### src/logic/rcsoc_pkg.sv
// Constants and carrier types for the reference select and output control block
package rcsoc_pkg;

    localparam int CLK_PERIOD_NS = 5;

    localparam logic [7:0] REG_PIN = 8'h10;
    localparam logic [7:0] REG_XIN = 8'h11;
    localparam logic [7:0] REG_XOUT = 8'h12;
    localparam logic [7:0] REG_SRC = 8'h13;
    localparam logic [7:0] REG_OUT_EN = 8'h14;
    localparam logic [7:0] REG_OUT_SW = 8'h15;
    localparam logic [7:0] REG_ADDR_SEL = 8'h16;
    localparam logic [7:0] REG_STATUS = 8'h17;
    localparam logic [7:0] REG_OTP = 8'h72;

    localparam int PIN_FUNC_BIT = 0;
    localparam int PIN_POL_BIT = 1;
    localparam int SRC_PRIM_BIT = 1;
    localparam int SRC_SM_LSB = 6;
    localparam int OTP_RESTORE_BIT = 0;
    localparam int OTP_SAVE_BIT = 3;
    localparam int ADDR_ALT_BIT = 0;

    localparam logic [7:0] I2C_ADDR_DEF = 8'hD4;
    localparam logic [7:0] I2C_ADDR_ALT = 8'hD0;
    localparam logic [7:0] CMD_SAVE = 8'h08;
    localparam logic [7:0] CMD_RESTORE = 8'h01;

    localparam int OTP_OP_NS = 2000;
    localparam int OTP_OP_CYC = (OTP_OP_NS + CLK_PERIOD_NS - 1) / CLK_PERIOD_NS;
    localparam int SW_GAP_NS = 100;
    localparam int SW_GAP_CYC = (SW_GAP_NS + CLK_PERIOD_NS - 1) / CLK_PERIOD_NS;

    localparam int OUT_NUM = 3;
    localparam logic [1:0] OM_ACTIVE = 2'h0;
    localparam logic [1:0] OM_HILO = 2'h1;
    localparam logic [1:0] OM_TRI = 2'h2;
    localparam logic [5:0] ALL_HILO = 6'h15;

    typedef struct packed {
        logic [1:0] sm;
        logic prim;
        logic pol;
        logic func;
        logic [5:0] xin;
        logic [5:0] xout;
        logic [2:0] oe;
        logic [2:0] os;
        logic addr_alt;
    } rcsoc_cfg_t;

    typedef struct packed {
        logic power_down;
        logic ref_sel;
        logic [5:0] xin_trim;
        logic [5:0] xout_trim;
        logic [5:0] out_mode;
    } rcsoc_ctrl_t;

    // All switch bits on, default bus address
    localparam rcsoc_cfg_t CFG_RESET = 24'h00000E;
    localparam rcsoc_cfg_t OTP_FACTORY = 24'h00000E;

endpackage

### src/logic/rcsoc_core.sv
// Reference select, crystal trim, OTP command and output gating control
// Summary of operation
// - Select pin picks crystal or differential reference
// - Primary bit names which input is primary
// - Manual switchover when mode upper bit zero
// - Manual mode: select pin picks primary/secondary
// - Active source is primary XOR select pin
// - Source switch causes no output glitch
// - Six-bit trim, 9pF plus 0.5pF steps
// - Two crystal pin trims set independently
// - Save trigger copies registers into OTP
// - Restore trigger reloads registers from OTP
// - Run after STOP, no acks while busy
// - Auto restore at power-up before programming
// - Bus address 0xD4, alternate 0xD0
// - Pin polarity follows polarity bit in enable mode; shutdown takes pin high
// - Function bit: shutdown or output enable
// - Shutdown powers down, outputs driven disabled
// - Function high and pin high: global shutdown
// - Switch bit zero tri-states the output
// - Enable bit one disables on asserted pin
//
// Chosen here: the register addresses and the strobed register port.
`timescale 1ns/10ps
`default_nettype none

module rcsoc_core import rcsoc_pkg::*; (
    input wire logic sys_clk,
    input wire logic sys_rst,
    input wire logic input_select_pin,
    input wire logic shutdown_or_enable_pin,
    input wire logic scl_in,
    input wire logic sda_in,
    output logic sda_out,
    output logic sda_oe,
    input wire logic [7:0] reg_addr,
    input wire logic [7:0] reg_wdata,
    input wire logic reg_wr,
    input wire logic reg_rd,
    output logic [7:0] reg_rdata,
    output rcsoc_ctrl_t clk_ctrl,
    output logic otp_busy
);

    typedef enum logic [4:0] {
        I_IDLE = 5'b00001,
        I_ADDR = 5'b00010,
        I_ACK = 5'b00100,
        I_DATA = 5'b01000,
        I_SKIP = 5'b10000
    } rcsoc_i2c_t;

    typedef enum logic [2:0] {
        W_RUN = 3'b001,
        W_GATE = 3'b010,
        W_SETTLE = 3'b100
    } rcsoc_sw_t;

    rcsoc_cfg_t cfg;
    rcsoc_cfg_t otp_store;
    rcsoc_ctrl_t next_ctrl;
    rcsoc_i2c_t ist;
    rcsoc_sw_t sw;
    logic [1:0] sel_s, sd_s, scl_s, sda_s;
    logic scl_d, sda_d;
    logic [8:0] otp_cnt;
    logic otp_save, por_pend, otp_done;
    logic req_save, req_restore;
    logic [3:0] bitcnt;
    logic [7:0] shreg, cmd;
    logic cmd_ok, go;
    logic scl_rise, scl_fall, start, stop;
    logic [6:0] my_addr;
    logic active_src, want_src, manual, gated;
    logic [4:0] gcnt;
    logic shutdown, pin_asserted;
    logic [7:0] next_rdata;

    function automatic logic [1:0] out_mode_f(input rcsoc_cfg_t c, input logic asrt,
                                               input int i);
        logic [1:0] m;
        m = OM_ACTIVE;
        if (!c.os[i]) begin
            m = OM_TRI;
        end else if (c.oe[i] && (c.func ? c.pol : asrt)) begin
            m = OM_HILO;
        end
        return m;
    endfunction

    // Pins and both bus lines come from outside; second stage is read, and the bus lines also through one more delay stage for edges
    always_ff @(posedge sys_clk) begin
        if (sys_rst) begin
            sel_s <= 2'h0;
            sd_s <= 2'h0;
            scl_s <= 2'h3;
            sda_s <= 2'h3;
            scl_d <= 1'b1;
            sda_d <= 1'b1;
        end else begin
            sel_s <= {sel_s[0], input_select_pin};
            sd_s <= {sd_s[0], shutdown_or_enable_pin};
            scl_s <= {scl_s[0], scl_in};
            sda_s <= {sda_s[0], sda_in};
            scl_d <= scl_s[1];
            sda_d <= sda_s[1];
        end
    end

    assign scl_rise = scl_s[1] & ~scl_d;
    assign scl_fall = ~scl_s[1] & scl_d;
    assign start = scl_s[1] & scl_d & sda_d & ~sda_s[1];
    assign stop = scl_s[1] & scl_d & ~sda_d & sda_s[1];
    assign my_addr = cfg.addr_alt ? I2C_ADDR_ALT[7:1] : I2C_ADDR_DEF[7:1];

    // Configuration registers
    always_ff @(posedge sys_clk) begin
        if (sys_rst) begin
            cfg <= CFG_RESET;
        end else if (otp_done && !otp_save) begin
            cfg <= otp_store;
        end else if (reg_wr && !otp_busy) begin
            // Writes during an OTP operation are dropped
            unique case (reg_addr)
                REG_PIN: begin
                    cfg.pol <= reg_wdata[PIN_POL_BIT];
                    cfg.func <= reg_wdata[PIN_FUNC_BIT];
                end
                REG_XIN: cfg.xin <= reg_wdata[5:0];
                REG_XOUT: cfg.xout <= reg_wdata[5:0];
                REG_SRC: begin
                    cfg.sm <= reg_wdata[SRC_SM_LSB +: 2];
                    cfg.prim <= reg_wdata[SRC_PRIM_BIT];
                end
                REG_OUT_EN: cfg.oe <= reg_wdata[2:0];
                REG_OUT_SW: cfg.os <= reg_wdata[2:0];
                REG_ADDR_SEL: cfg.addr_alt <= reg_wdata[ADDR_ALT_BIT];
                default: cfg <= cfg;
            endcase
        end
    end

    assign req_save = (reg_wr && reg_addr == REG_OTP && reg_wdata[OTP_SAVE_BIT])
                      || (go && cmd == CMD_SAVE);
    assign req_restore = (reg_wr && reg_addr == REG_OTP && reg_wdata[OTP_RESTORE_BIT])
                         || (go && cmd == CMD_RESTORE);
    assign otp_done = otp_busy && otp_cnt == 9'h000;

    // OTP engine; a request arriving while busy is not queued
    always_ff @(posedge sys_clk) begin
        if (sys_rst) begin
            otp_busy <= 1'b0;
            otp_cnt <= 9'h000;
            otp_save <= 1'b0;
            por_pend <= 1'b1;
        end else if (!otp_busy && (por_pend || req_save || req_restore)) begin
            otp_busy <= 1'b1;
            otp_cnt <= 9'(OTP_OP_CYC - 1);
            otp_save <= !por_pend && req_save;
            por_pend <= 1'b0;
        end else if (otp_busy) begin
            if (otp_done) begin
                otp_busy <= 1'b0;
            end else begin
                otp_cnt <= otp_cnt - 9'h001;
            end
        end
    end

    always_ff @(posedge sys_clk) begin
        if (sys_rst) begin
            otp_store <= OTP_FACTORY;
        end else if (otp_done && otp_save) begin
            otp_store <= cfg;
        end
    end

    // Serial command slave: address byte, one command byte, then STOP
    always_ff @(posedge sys_clk) begin
        if (sys_rst) begin
            ist <= I_IDLE;
            bitcnt <= 4'h0;
            shreg <= 8'h00;
            cmd <= 8'h00;
            cmd_ok <= 1'b0;
            sda_oe <= 1'b0;
            go <= 1'b0;
        end else begin
            go <= 1'b0;
            if (start) begin
                ist <= I_ADDR;
                bitcnt <= 4'h0;
                cmd_ok <= 1'b0;
                sda_oe <= 1'b0;
            end else if (stop) begin
                ist <= I_IDLE;
                sda_oe <= 1'b0;
                go <= cmd_ok;
                cmd_ok <= 1'b0;
            end else begin
                unique case (ist)
                    I_IDLE, I_SKIP: begin
                        sda_oe <= 1'b0;
                    end
                    I_ADDR, I_DATA: begin
                        if (scl_rise && bitcnt != 4'h8) begin
                            shreg <= {shreg[6:0], sda_s[1]};
                            bitcnt <= bitcnt + 4'h1;
                        end else if (scl_fall && bitcnt == 4'h8) begin
                            if (ist == I_ADDR) begin
                                // Busy: address is not acknowledged
                                if (shreg[7:1] == my_addr && !shreg[0] && !otp_busy) begin
                                    sda_oe <= 1'b1;
                                    ist <= I_ACK;
                                end else begin
                                    ist <= I_SKIP;
                                end
                            end else if (!cmd_ok && (shreg == CMD_SAVE
                                                     || shreg == CMD_RESTORE)) begin
                                cmd <= shreg;
                                cmd_ok <= 1'b1;
                                sda_oe <= 1'b1;
                                ist <= I_ACK;
                            end else begin
                                // A third byte cancels the command
                                cmd_ok <= 1'b0;
                                ist <= I_SKIP;
                            end
                        end
                    end
                    I_ACK: begin
                        if (scl_fall) begin
                            sda_oe <= 1'b0;
                            ist <= I_DATA;
                            bitcnt <= 4'h0;
                        end
                    end
                    default: ist <= I_IDLE;
                endcase
            end
        end
    end

    // Open drain: only ever pulls low
    always_ff @(posedge sys_clk) begin
        sda_out <= 1'b0;
    end

    assign want_src = cfg.prim ^ sel_s[1];
    assign manual = !cfg.sm[1];
    assign gated = sw != W_RUN;

    // Outputs are parked before and after the swap, so no runt pulse escapes
    always_ff @(posedge sys_clk) begin
        if (sys_rst) begin
            sw <= W_RUN;
            gcnt <= 5'h00;
            active_src <= 1'b0;
        end else begin
            unique case (sw)
                W_RUN: begin
                    if (manual && want_src != active_src) begin
                        sw <= W_GATE;
                        gcnt <= 5'(SW_GAP_CYC - 1);
                    end
                end
                W_GATE: begin
                    if (gcnt == 5'h00) begin
                        active_src <= ~active_src;
                        sw <= W_SETTLE;
                        gcnt <= 5'(SW_GAP_CYC - 1);
                    end else begin
                        gcnt <= gcnt - 5'h01;
                    end
                end
                W_SETTLE: begin
                    if (gcnt == 5'h00) begin
                        sw <= W_RUN;
                    end else begin
                        gcnt <= gcnt - 5'h01;
                    end
                end
                default: sw <= W_RUN;
            endcase
        end
    end

    // Enable pin: level equal to the polarity bit keeps outputs running
    assign pin_asserted = sd_s[1] ^ cfg.pol;
    assign shutdown = cfg.func & sd_s[1];

    always_comb begin
        next_ctrl.power_down = shutdown;
        next_ctrl.ref_sel = active_src;
        next_ctrl.xin_trim = cfg.xin;
        next_ctrl.xout_trim = cfg.xout;
        next_ctrl.out_mode = 6'h00;
        for (int i = 0; i < OUT_NUM; i++) begin
            if (shutdown || gated) begin
                next_ctrl.out_mode[2*i +: 2] = OM_HILO;
            end else begin
                next_ctrl.out_mode[2*i +: 2] = out_mode_f(cfg, pin_asserted, i);
            end
        end
    end

    always_ff @(posedge sys_clk) begin
        if (sys_rst) begin
            clk_ctrl <= '0;
        end else begin
            clk_ctrl <= next_ctrl;
        end
    end

    always_comb begin
        next_rdata = 8'h00;
        unique case (reg_addr)
            REG_PIN: next_rdata = {6'h00, cfg.pol, cfg.func};
            REG_XIN: next_rdata = {2'h0, cfg.xin};
            REG_XOUT: next_rdata = {2'h0, cfg.xout};
            REG_SRC: next_rdata = {cfg.sm, 4'h0, cfg.prim, 1'b0};
            REG_OUT_EN: next_rdata = {5'h00, cfg.oe};
            REG_OUT_SW: next_rdata = {5'h00, cfg.os};
            REG_ADDR_SEL: next_rdata = {7'h00, cfg.addr_alt};
            REG_STATUS: next_rdata = {4'h0, gated, otp_busy, shutdown, active_src};
            default: next_rdata = 8'h00;
        endcase
    end

    // Read data live only in the cycle after the strobe
    always_ff @(posedge sys_clk) begin
        if (sys_rst) begin
            reg_rdata <= 8'h00;
        end else begin
            reg_rdata <= reg_rd ? next_rdata : 8'h00;
        end
    end
endmodule

`default_nettype wire

### config.mk
export PLATFORM = sky130hd
export DESIGN_NAME = rcsoc_core
export DESIGN_NICKNAME = d
export VERILOG_FILES = /design/src/logic/rcsoc_pkg.sv /design/src/logic/rcsoc_core.sv
export SDC_FILE = /design/constraint.sdc
export NUM_CORES = 1
export LEC_CHECK = 0
export ABC_AREA = 1
export BUFFER_PORTS_ARGS = -buffer_cell sky130_fd_sc_hd__buf_2
export CORE_ASPECT_RATIO = 0.7
export CORE_MARGIN = 8
export CORE_UTILIZATION = 60
export CTS_CLUSTER_DIAMETER = 30
export DETAILED_ROUTE_END_ITERATION = 12
export GPL_TIMING_DRIVEN = 1
export PLACE_DENSITY = 0.88
export SLEW_MARGIN = 20
export SYNTH_ARGS = -nofsm -noshare
export SYNTH_HDL_FRONTEND = slang
export SYNTH_SLANG_ARGS = --single-unit
export TNS_END_PERCENT = 30
### constraint.sdc
create_clock -name sys_clk -period 2.6 [get_ports sys_clk]
set_clock_uncertainty 0.05 [all_clocks]
set_input_delay 0.65 -clock sys_clk [delete_from_list [all_inputs] [get_ports sys_clk]]
set_output_delay 0.65 -clock sys_clk [all_outputs]
set_load 0.02 [all_outputs]
# After elaboration in Yosys (flattened, before gate mapping)
# Index checks and enable logic that the tools add are counted.
dict set report word_totals {
  inputBits 24
  register_bits 135
}
dict set report classes {
  reduce_logical 73
  eq_ne 41
  bitwise 22
  add_sub_neg 3
  n_mux 55
}
# op count
set op_table {}
lappend op_table {{$eq A8 B5 Y1 const B} 8}
lappend op_table {{$pmux W8 S8} 1}
lappend op_table {{$mux W24} 2}
lappend op_table {{$mux W5} 9}
lappend op_table {{$pmux W5 S3} 2}
lappend op_table {{$mux W9} 3}
lappend op_table {{$logic_and A1 B1 Y1} 20}
lappend op_table {{$reduce_and A2 Y1} 10}
lappend op_table {{$reduce_and A4 Y1} 5}
lappend op_table {{$reduce_bool A2 Y1} 10}
lappend op_table {{$mux W1} 18}
lappend op_table {{$mux W3} 6}
lappend op_table {{$eq A8 B1 Y1 const B} 2}
lappend op_table {{$eq A8 B4 Y1 const B} 2}
lappend op_table {{$ne A2 B2 Y1 const B} 8}
lappend op_table {{$ne A4 B4 Y1 const B} 4}
lappend op_table {{$mux W2} 7}
lappend op_table {{$mux W6} 2}
lappend op_table {{$not A1 Y1} 12}
lappend op_table {{$reduce_or A2 Y1} 6}
lappend op_table {{$logic_not A9 Y1} 1}
lappend op_table {{$ne A3 B3 Y1 const B} 3}
lappend op_table {{$pmux W3 S3} 1}
lappend op_table {{$sub A9 B1 Y9 const B} 1}
lappend op_table {{other kinds (29)} 51}

# Depth between registers and ports, before layout
# Gate-level depths: netlist of the first run.
dict set report logic_depth {
  ltp_word 11
  depth_mapped 14
  depth_no_buf 13
}

# Least setup slack after synthesis of the first run
# No wires, ideal clock.
dict set report synth_timing {
  path_kind {input to register}
  start {input port sys_rst}
  end {register cfg[1] (netlist bit)}
  setup_time_ps 140
  path_buffers 3
  path_slack_ps 887
  cell_stages 5
  arrival_time_ps 1523
  cell_sequence {clkbuf_1 > inv_1 > clkbuf_1 > buf_1 > o2111ai_1}
}
# item line
set synth_lines {}
lappend synth_lines {{start, declared} rcsoc_core.sv:29} ;# input wire logic sys_rst,
lappend synth_lines {{end signal, assigned} rcsoc_core.sv:121} ;# cfg <= otp_store;
lappend synth_lines {{end signal, assigned} rcsoc_core.sv:138} ;# default: cfg <= cfg;
lappend synth_lines {{end, declared} rcsoc_core.sv:59} ;# rcsoc_cfg_t cfg;
# No word-level cell between the ends.

# Worst setup path in the final report of the first run
dict set report layout_timing {
  start {register otp_cnt[0]}
  end {register cfg[16] (netlist bit)}
}
dict set report layout_via {
  elab_chain_len 5
}
# item line
set layout_rtl {}
lappend layout_rtl {{start, declared} rcsoc_core.sv:66} ;# logic [8:0] otp_cnt;
lappend layout_rtl {{start signal, assigned} rcsoc_core.sv:158} ;# otp_cnt <= 9'(OTP_OP_CYC - 1);
lappend layout_rtl {{start signal, assigned} rcsoc_core.sv:165} ;# otp_cnt <= otp_cnt - 9'h001;
lappend layout_rtl {{$logic_not A9 Y1 *} rcsoc_core.sv:147} ;# assign otp_done = otp_busy && otp_cnt == 9'h000;
lappend layout_rtl {{$logic_and A1 B1 Y1 *} rcsoc_core.sv:147}
lappend layout_rtl {{$logic_and A1 B1 Y1 *} rcsoc_core.sv:120} ;# end else if (otp_done && !otp_save) begin
lappend layout_rtl {{$reduce_bool A2 Y1 (no source line)} --}
lappend layout_rtl {{$reduce_and A2 Y1 (no source line)} --}
# Every way passes the cells marked *; elsewhere a longest branch is shown, timed or not.
# A chain may end at the register's enable or synchronous reset.

==> results.yml, run 1 <==
die:
  ios: 55
  rows: 30
  dieWidth_um: 135
  die_h_um: 99.4
  start_util_pct: 61.6
  coreArea_um2: 9680
  die_area_um2: 13400
yosys:
  avgSynthCellArea_um2: 7.02
  synthXorXnorAreaFrac_pct: 2.06
  synthSimpleGateAreaFrac_pct: 27.2
  synth_mux_area_share_pct: 0
  syn-cell-area_um2: 5960
  async_flop_share_pct: 0
  ys_ff_latch: 135
  synth-edff-count: 0
  synth_compound_area_share_pct: 12.4
  synth-main-ff-cell: "dfxtp_1"
  yosysUniqueCellTypes: 33
  synth-seq-area-share_pct: 45.3
  synth_top_family_by_area: "simple AND/OR/NAND/NOR gates"
  yosysWarnings: 0
  synth_cells: 850
  synth_fa_ha_area_share_pct: 1.05
  synth_fp_nets: 879
  synth_top_area_share_pct: 45.3
  synth_area_leader_cell: "dfxtp_1"
  synth_area_leaders: "dfxtp_1 45%, nand2_1 12%, inv_1 9.1%"
status:
  status: "complete, no violations"
layout:
  syn2layout_area_growth_pct: 15.7
  instances_no_fill: 1038
  antenna_cells: 0
  fin_nets: 928
  layout-drive-gt1-share_pct: 12.2
timing:
  slew_headroom_pct: 55.9
  fin_crit_ns: 2.12
  clock.fmax_mhz: 472
  rsz0062_at_grt: "no"
  final.setup.tns_ns: 0
  finalCritPeriodShare_pct: 81.4
  worst_pin_slew_ns: 0.661
  hold_violations: 0
  hold_ws_ns: 0.358
  slew_violations: 0
  setup_viol: 0
global_route:
  antenna_found_initial: 0
  overflow: 0
  grt_pass1_vias: 5149
  grt_usage_pct: 22.1
  grt_pass1_wl_um: 24100
  grt_max_degree: 74
power_and_ir_drop:
  ir_drop_v: 0.00109
  leakagePower_nw: 3.27
  clockPowerShare_pct: 44.0
  power.internal_mw: 4.23
  seqPwrFrac_pct: 39.2
  p_per_area_nw_per_um2: 850
  combPwrFrac_pct: 16.8
  switching_share_pct: 27.9
  power_switching_mw: 1.63
setup_path:
  critical_path_class: "flop to flop"
  r2r_setup_slack_ns: 0.48
  arrival_ns: 2.38
  required_ns: 2.86
  cp-end-kind: "flop"
  path_max_fanout: 23
  start_kind: "flop"
clock_network:
  clock_latency_ns: 0.42
  postCtsHoldBufs: 0
  cts_made_buffers: 17
  post_cts_buffers: 0
  cts_tree: "done"
  h-tree-depth: 4
  clockBufferDepth: 2
  cts_resized: 0
  clkTransAtPathRegs_ns: 0.06
  cts.sinks: 135
  cts-root-buf: "clkbuf_16"
detailed_routing:
  dr.pass1.iters: 8
  avgRoutedWirePerCell_um: 14.0
  vias: 5472
  vias_per_cell: 5.27
  detail-route-antenna-nets: 0
  wl_um: 14600
  drc_errors: 0
  first_iter_violations: 628
placed_design:
  place_congestion: 0.971
  numPlacedInstances: 1008
  place_hpwl_um: 9610
  portBuffers: 53
run:
  cap_violations: 0
worst_hold_path:
  hold_class: "primary input to flop"
==> cell type report <==
class                      count  area (um2)
clock buffer                  20         447
multi-input combinational    537        2550
tap                          128         160
timing repair buffer          56         288
clock inverter                10         178
inverter                     152         572
fill                         767        2790
sequential                   135        2700
==> flip-flops by register name, summed over array words and instances (netlist names), 3 cells and up <==
register   cells
otp_store     24
clk_ctrl      20
bitcnt         4
sw             3
cmd            8
cfg           24
gcnt           5
shreg          8
reg_rdata      8
otp_cnt        9
ist            5
==> worst max-delay path, cell delays in order (launching register included) <==
cell and delay [ns]:
dfxtp_1 0.32, inv_1 0.07, ha_1 0.21, inv_1 0.05, nor2_1 0.03, nand2_1 0.09
nor2_4 0.05, nand3_4 0.22, clkinv_2 0.40, nand2_1 0.17, o21ai_0 0.13, o21ai_1 0.14
inv_1 0.06
==> worst paths after layout <==
kind                            startpoint  endpoint  depth (start not counted)
worst max-delay path            otp_cnt[0]   cfg[16]                         12
worst min-delay path                scl_in  scl_s[0]                          2
worst max register to register  otp_cnt[0]   cfg[16]                         12
worst min register to register    scl_s[0]  scl_s[1]                          1
==> metrics by stage <==
| stage | utilization (%) | setup WS [ns] | power (mW) | area, um2 |
|---|---|---|---|---|
| global placement | 64.8 | 0.520 | 3.27 | 6270 |
| global route | 71.2 | 0.310 | 6.12 | 6900 |
| detailed placement | 64.8 | 0.454 | 3.30 | 6270 |
| CTS | 71.2 | 0.509 | 5.86 | 6900 |
| finish | 71.2 | 0.483 | 5.86 | 6900 |
| floorplan | - | 0.887 | 3.07 | 5960 |
==> logic make-up (layout without fill, tap and decap cells) <==
family | count (synthesis) | after routing
compound gates | 136 | 136
xor+xnor | 14 | 14
fa+ha+maj | 5 | 5
buf+inv | 178 | 238
flops | 135 | 135
other cells | 1 | 1
simple gates | 381 | 381
==> cell usage after synthesis (5+ instances only) <==
library cell  number
ha_1               5
nor2_1            99
buf_2              6
nor3b_1            6
nor3_1            11
inv_1            145
clkbuf_1          13
xor2_1            12
o21ai_0           49
inv_2              6
dfxtp_1          135
nand4_1            7
a21oi_1           61
nand3_1           50
nand2_1          191
o211ai_1          12
==> per-layer routing <==
layer / track usage [%] / wire length, um
met1: 29.1 / 6530
met2: 34.2 / 6380
met3: 6.65 / 1410
met4: 6.12 / 231
met5: 0 / 0
==> power groups by stage <==
stage                     sequential, mW  clock [mW]  combinational, mW
final                               2.30        2.58              0.984
after global routing                2.31        2.68               1.12
after CTS                           2.30        2.58              0.981
after detailed placement            2.34           0              0.956
after global placement              2.33           0              0.934
after floorplan                     2.36           0              0.706
==> placed cells by master, fill, tap and decap left out <==
cell and n:
o22ai_1 4, ha_1 5, clkbuf_16 17, o211ai_1 12
o21ai_1 4, o21ai_0 49, nand3_4 1, nand4_1 7
clkbuf_1 2, xor2_1 12, a21oi_1 61, nand2_1 191
bufinv_16 5, inv_1 144, inv_2 6, nor2_2 4
nand3_1 50, o2111ai_1 3, buf_2 53, nor2_4 3
or2_2 4, o21ai_2 2, dfxtp_1 135, nor3b_1 6
conb_1 1, nand2_2 4, nor3_1 11, o211ai_2 1
clkbuf_8 1, clkinvlp_4 1, clkinv_1 1, buf_4 3
nor2_1 99, nand3_2 1, xnor2_1 2, clkinv_2 5
No activity file was read; power rests on OpenSTA's default activity.
==> inputs of run 2 (changes only) <==
--- a/config.mk
+++ b/config.mk
@@ -9,11 +9,11 @@
 export BUFFER_PORTS_ARGS = -buffer_cell sky130_fd_sc_hd__buf_2
 export CORE_ASPECT_RATIO = 0.7
 export CORE_MARGIN = 8
-export CORE_UTILIZATION = 60
+export CORE_UTILIZATION = 53
 export CTS_CLUSTER_DIAMETER = 30
 export DETAILED_ROUTE_END_ITERATION = 12
 export GPL_TIMING_DRIVEN = 1
-export PLACE_DENSITY = 0.88
+export PLACE_DENSITY = 0.83
 export SLEW_MARGIN = 20
 export SYNTH_ARGS = -nofsm -noshare
 export SYNTH_HDL_FRONTEND = slang
==> constraint.sdc (replaced) <==
create_clock -name sys_clk -period 1.8 [get_ports sys_clk]
set_clock_uncertainty 0.05 [all_clocks]
set_input_delay 0.45 -clock sys_clk [delete_from_list [all_inputs] [get_ports sys_clk]]
set_output_delay 0.45 -clock sys_clk [all_outputs]
set_load 0.02 [all_outputs]
==> results.yml, run 2 (synthesis gave the netlist of run 1 again) <==
power_and_ir_drop:
  clockPowerShare_pct: 40.2
  switching_share_pct: 29.9
  p_per_area_nw_per_um2: 1120
  total_power_mw: 8.46
  power.internal_mw: 5.93
  power_switching_mw: 2.53
  ir_drop_v: 0.000790
  combPwrFrac_pct: 20.5
  leakagePower_nw: 3.53
  seqPwrFrac_pct: 39.3
die:
  ios: 55
  dieWidth_um: 143
  rows: 32
  coreArea_um2: 11000
  die_h_um: 105
  die_area_um2: 15000
  start_util_pct: 54.2
detailed_routing:
  detail-route-antenna-nets: 0
  vias: 5751
  vias_per_cell: 5.15
  wl_um: 15800
  first_iter_violations: 497
  drc_errors: 0
  avgRoutedWirePerCell_um: 14.2
  dr.pass1.iters: 5
clock_network:
  clkTransAtPathRegs_ns: 0.06
  cts.sinks: 135
  h-tree-depth: 4
  clock_latency_ns: 0.42
  cts_made_buffers: 17
  cts_tree: "done"
  postCtsHoldBufs: 0
  cts-root-buf: "clkbuf_16"
  clockBufferDepth: 2
timing:
  fin_crit_ns: 1.87
  setup_viol: 1
  worst_pin_slew_ns: 0.550
  finalCritPeriodShare_pct: 104
  hold_violations: 0
  clock.fmax_mhz: 534
  slew_headroom_pct: 63.1
  hold_ws_ns: 0.161
  slew_violations: 0
  setup_ws_ns: -0.0717
  rsz0062_at_grt: "yes"
worst_hold_path:
  hold-path-cell-count: 2
  hold_class: "primary input to flop"
global_route:
  grt_usage_pct: 21.0
  use_met1_pct: 27.3
  grt_pass1_vias: 5307
  overflow: 0
  grtUsageMet3_pct: 6.23
  antenna_found_initial: 0
  gr-usage-met2_pct: 32.1
  grt.busiest_layer: "met2"
  grt_pass1_wl_um: 25300
  grt_max_degree: 74
status:
  violations: "negative setup slack"
  status: "finished, violations left"
placed_design:
  pre_cts_ws_ns: -0.150
  numPlacedInstances: 1072
  place_hpwl_um: 10200
  portBuffers: 53
  place_congestion: 0.935
run:
  cap_violations: 0
setup_path:
  critical_path_class: "flop to flop"
  slowest_delay_ns: 0.32
  cp-end-kind: "flop"
  required_ns: 2.06
  start_kind: "flop"
  reg2regPathDepth: 13
  r2r_setup_slack_ns: -0.07
  path_max_fanout: 7
  cpMaxStageDelayCell: "dfxtp_2"
  cp_cell_sequence: "inv_2, ha_4, inv_2, nor2_2, nand2_2, nor2_4, nand3_4, buf_12, nand2_4, buf_6, nor2_2, o21ai_1, inv_1"
  arrival_ns: 2.13
layout:
  syn2layout_area_growth_pct: 26.2
  antenna_cells: 0
  instances_no_fill: 1116
  layout_commonest_cell: "nand2_1"
  final_cell_mix: "178 x nand2_1, 136 x inv_1, 132 x dfxtp_1"
  fin_nets: 981
  reg_top3: "cfg: 24 flops, otp_store: 24 flops, clk_ctrl: 20 flops"
  layout-drive-gt1-share_pct: 21.0
run 2: cell count changes in the layout (fill, tap and decap cells not counted), moves of 6 or more:
cell / change
nand2_2: +8
nand2_1: -13
inv_1: -8
inv_2: +7
buf_6: +7
nor2_1: -7
buf_4: +38
nor2_2: +6
run 2: what timing repair did:
action	4_1_cts	5_1_grt
resized for setup	30	28
setup endpoints to repair	17	68
setup buffers	7	5
cloned	2	1
pin swaps	6	11
run 2: worst max-delay path: cells and delay by family, from the launching register on:
kind | cells | cell delay [ns]
and+or+nand+nor | 6 | 0.58
buffers and inverters | 5 | 0.47
DFF | 1 | 0.32
AOI/OAI and AO/OA | 1 | 0.19
adders and majority gates | 1 | 0.14
run 2: area by class of cell:
| class | count | area [um2] |
|---|---|---|
| sequential | 135 | 2710 |
| clock inverter | 11 | 125 |
| multi-input combinational | 539 | 2690 |
| clock buffer | 19 | 453 |
| fill | 861 | 3480 |
| inverter | 152 | 582 |
| timing repair buffer | 107 | 779 |
| tap | 153 | 191 |
run 2: worst paths after layout:
path                                  to       start
worst max-delay path             cfg[10]  otp_cnt[0]
worst min-delay path            sda_s[0]      sda_in
worst min register to register  scl_s[1]    scl_s[0]
worst max register to register   cfg[10]  otp_cnt[0]
run 2: metal layers:
layer	share of wire (%)	wire length, um
met1	43	6840
met2	45	7110
met3	8.8	1390
met4	2.8	445
met5	0	0
run 2: metrics by stage:
stage | setup TNS [ns] | cell area, um2 | util [%]
3_3_place_gp | -0.000374 | 6650 | 60.4
5_1_grt | -1.67 | 7530 | 68.4
2_1_floorplan | 0 | 5960 | -
6_report | -0.0717 | 7530 | 68.4
4_1_cts | -0.146 | 7420 | 67.4
3_5_place_dp | -1.06 | 6650 | 60.4
run 2: power by group through the flow:
stage / registers [mW] / clock network (mW) / logic [mW]
after global routing: 3.35 / 3.58 / 1.94
final: 3.33 / 3.40 / 1.73
after CTS: 3.32 / 3.43 / 1.58
after global placement: 3.37 / 0 / 1.46
after floorplan: 3.41 / 0 / 1.02
after detailed placement: 3.37 / 0 / 1.50
==> inputs of run 3 (changes only) <==
--- a/config.mk
+++ b/config.mk
@@ -9,11 +9,11 @@
 export BUFFER_PORTS_ARGS = -buffer_cell sky130_fd_sc_hd__buf_2
 export CORE_ASPECT_RATIO = 0.7
 export CORE_MARGIN = 8
-export CORE_UTILIZATION = 53
+export CORE_UTILIZATION = 27
 export CTS_CLUSTER_DIAMETER = 30
 export DETAILED_ROUTE_END_ITERATION = 12
 export GPL_TIMING_DRIVEN = 1
-export PLACE_DENSITY = 0.83
+export PLACE_DENSITY = 0.52
 export SLEW_MARGIN = 20
 export SYNTH_ARGS = -nofsm -noshare
 export SYNTH_HDL_FRONTEND = slang
==> results.yml, run 3 (synthesis gave the netlist of run 1 again) <==
status:
  status: "finished, violations left"
  violations: "negative setup slack"
timing:
  hold_violations: 0
  hold_ws_ns: 0.160
  setup_viol: 10
  setup_ws_ns: -0.0413
  clock.fmax_mhz: 543
  fin_crit_ns: 1.84
  finalCritPeriodShare_pct: 102
  rsz0062_at_grt: "yes"
  final.setup.tns_ns: -0.138
  slew_violations: 0
  slew_headroom_pct: 66.4
  worst_pin_slew_ns: 0.500
detailed_routing:
  vias_per_cell: 4.36
  first_iter_violations: 325
  avgRoutedWirePerCell_um: 12.9
  drc_errors: 0
  wl_um: 16200
  vias: 5440
  dr.pass1.iters: 5
  detail-route-antenna-nets: 0
global_route:
  grt_max_degree: 74
  grt_pass1_vias: 4982
  grt_usage_pct: 11.8
  grt_pass1_wl_um: 25900
  overflow: 0
  antenna_found_initial: 0
placed_design:
  place_hpwl_um: 11400
  portBuffers: 53
  place_congestion: 0.829
clock_network:
  cts.sinks: 135
  h-tree-depth: 4
  cts-root-buf: "clkbuf_16"
  clockBufferDepth: 2
  cts_tree: "done"
  clock_latency_ns: 0.42
  postCtsHoldBufs: 0
  clkTransAtPathRegs_ns: 0.06
  cts_made_buffers: 17
power_and_ir_drop:
  leakagePower_nw: 3.65
  total_power_mw: 8.26
  p_per_area_nw_per_um2: 1070
  ir_drop_v: 0.000612
setup_path:
  path_common_cell: "inv_2"
  cp-end-kind: "flop"
  r2r-start: "otp_cnt[1]"
  worstSetupEndpoint: "cfg[2]"
  worstSetupStartpoint: "otp_cnt[1]"
  start_kind: "flop"
  cpMaxStageDelayCell: "dfxtp_2"
  critical_path_class: "flop to flop"
  r2r_setup_slack_ns: -0.04
  slowest_delay_ns: 0.32
  arrival_ns: 2.13
  reg2regPathDepth: 12
  required_ns: 2.09
  r2r_end: "cfg[2]"
  path_max_fanout: 7
  cp_cell_sequence: "inv_2, ha_4, inv_2, nor2_2, nand2_2, nor2_4, nand3_4, inv_6, buf_12, buf_4, nand2_1, o2111ai_1"
die:
  dieWidth_um: 194
  rows: 45
  start_util_pct: 27.5
  ios: 55
  die_area_um2: 27200
  die_h_um: 140
  coreArea_um2: 21700
layout:
  final_cell_mix: "166 x nand2_1, 135 x inv_1, 133 x dfxtp_1"
  antenna_cells: 0
  seqCellArea_um2: 2710
  layout_commonest_cell: "nand2_1"
  fin_nets: 983
  multi_input_area_um2: 2760
  reg_top3: "cfg: 24 flops, otp_store: 24 flops, clk_ctrl: 20 flops"
  layout-drive-gt1-share_pct: 22.6
  n_fill_cell: 2277
  syn2layout_area_growth_pct: 29.8
  fin_util_pct: 35.7
run:
  cap_violations: 0
worst_hold_path:
  hold_class: "primary input to flop"
[run 3: changes by cell type in the layout (fill, tap and decap cells not counted), moves of 2 or more]
cell / previous run / this run
clkbuf_1: 0 / 3
nand2_1: 178 / 166
nor2_4: 5 / 3
buf_6: 7 / 10
nand3_2: 2 / 8
nand2_4: 5 / 10
nand3_1: 49 / 43
nor2_1: 92 / 94
clkinv_2: 2 / 6
clkinvlp_4: 6 / 1
nand2_2: 12 / 19
[run 3: worst max-delay path: cells and delay by family, from the launching register on]
family                     cells  cell delay, ns
AOI/OAI and AO/OA              1            0.10
and+or+nand+nor                5            0.61
DFF                            1            0.32
adders and majority gates      1            0.14
buffers and inverters          5            0.52
[run 3: final cells by class]
type	instances	share of cell area [%]
inverters	152	7.50
clock inverters	9	0.986
well taps	282	4.56
flip-flops and latches	135	34.9
clock buffers	22	6.00
repair buffers	110	10.3
multi-input cells	538	35.7
[run 3: metal layers]
metal / vias up / part of all wire (%) / track usage [%]
met4: 0 / 1.2 / 4.00
met5: - / 0 / 0
met1: 2458 / 54 / 16.9
li1: 2867 / - / -
met2: 99 / 41 / 16.6
met3: 16 / 4.5 / 3.25
[run 3: power breakdown]
| group | leakage (nW) | total [mW] | internal, mW | switching (mW) |
|---|---|---|---|---|
| sequential | 1.10 | 3.32 | 3.19 | 0.134 |
| clock | 0.270 | 3.25 | 1.95 | 1.30 |
| combinational | 2.29 | 1.69 | 0.621 | 1.07 |
[run 3: per-stage QoR]
stage | setup slack, ns | area (um2) | cells
floorplan | 0.182 | 5960 | 850
global placement | -0.0842 | 6880 | 1211
detailed placement | -0.133 | 6880 | 1211
CTS | 0.00913 | 7420 | 1242
global route | -0.167 | 7740 | 1248
finish | -0.0413 | 7740 | 1248
[run 3: how the worst min path moves through the flow]
| stage | startpoint | endpoint | slack [ns] | depth (start not counted) |
|---|---|---|---|---|
| global placement | scl_s[0] | scl_s[1] | 0.35 | 1 |
| detailed placement | scl_s[0] | scl_s[1] | 0.34 | 1 |
| finish | scl_in | scl_s[0] | 0.16 | 2 |
| CTS | scl_in | scl_s[0] | 0.14 | 2 |
| floorplan | sd_s[0] | sd_s[1] | 0.34 | 2 |
| global route | scl_in | scl_s[0] | 0.16 | 2 |
[run 3: timing repair]
item | 4_1_cts | 5_1_grt
gates resized for setup | 1 | 82
gates cloned | 0 | 2
buffers inserted | 0 | 4
endpoints found under the setup margin | 1 | 72
pin swaps | 0 | 28
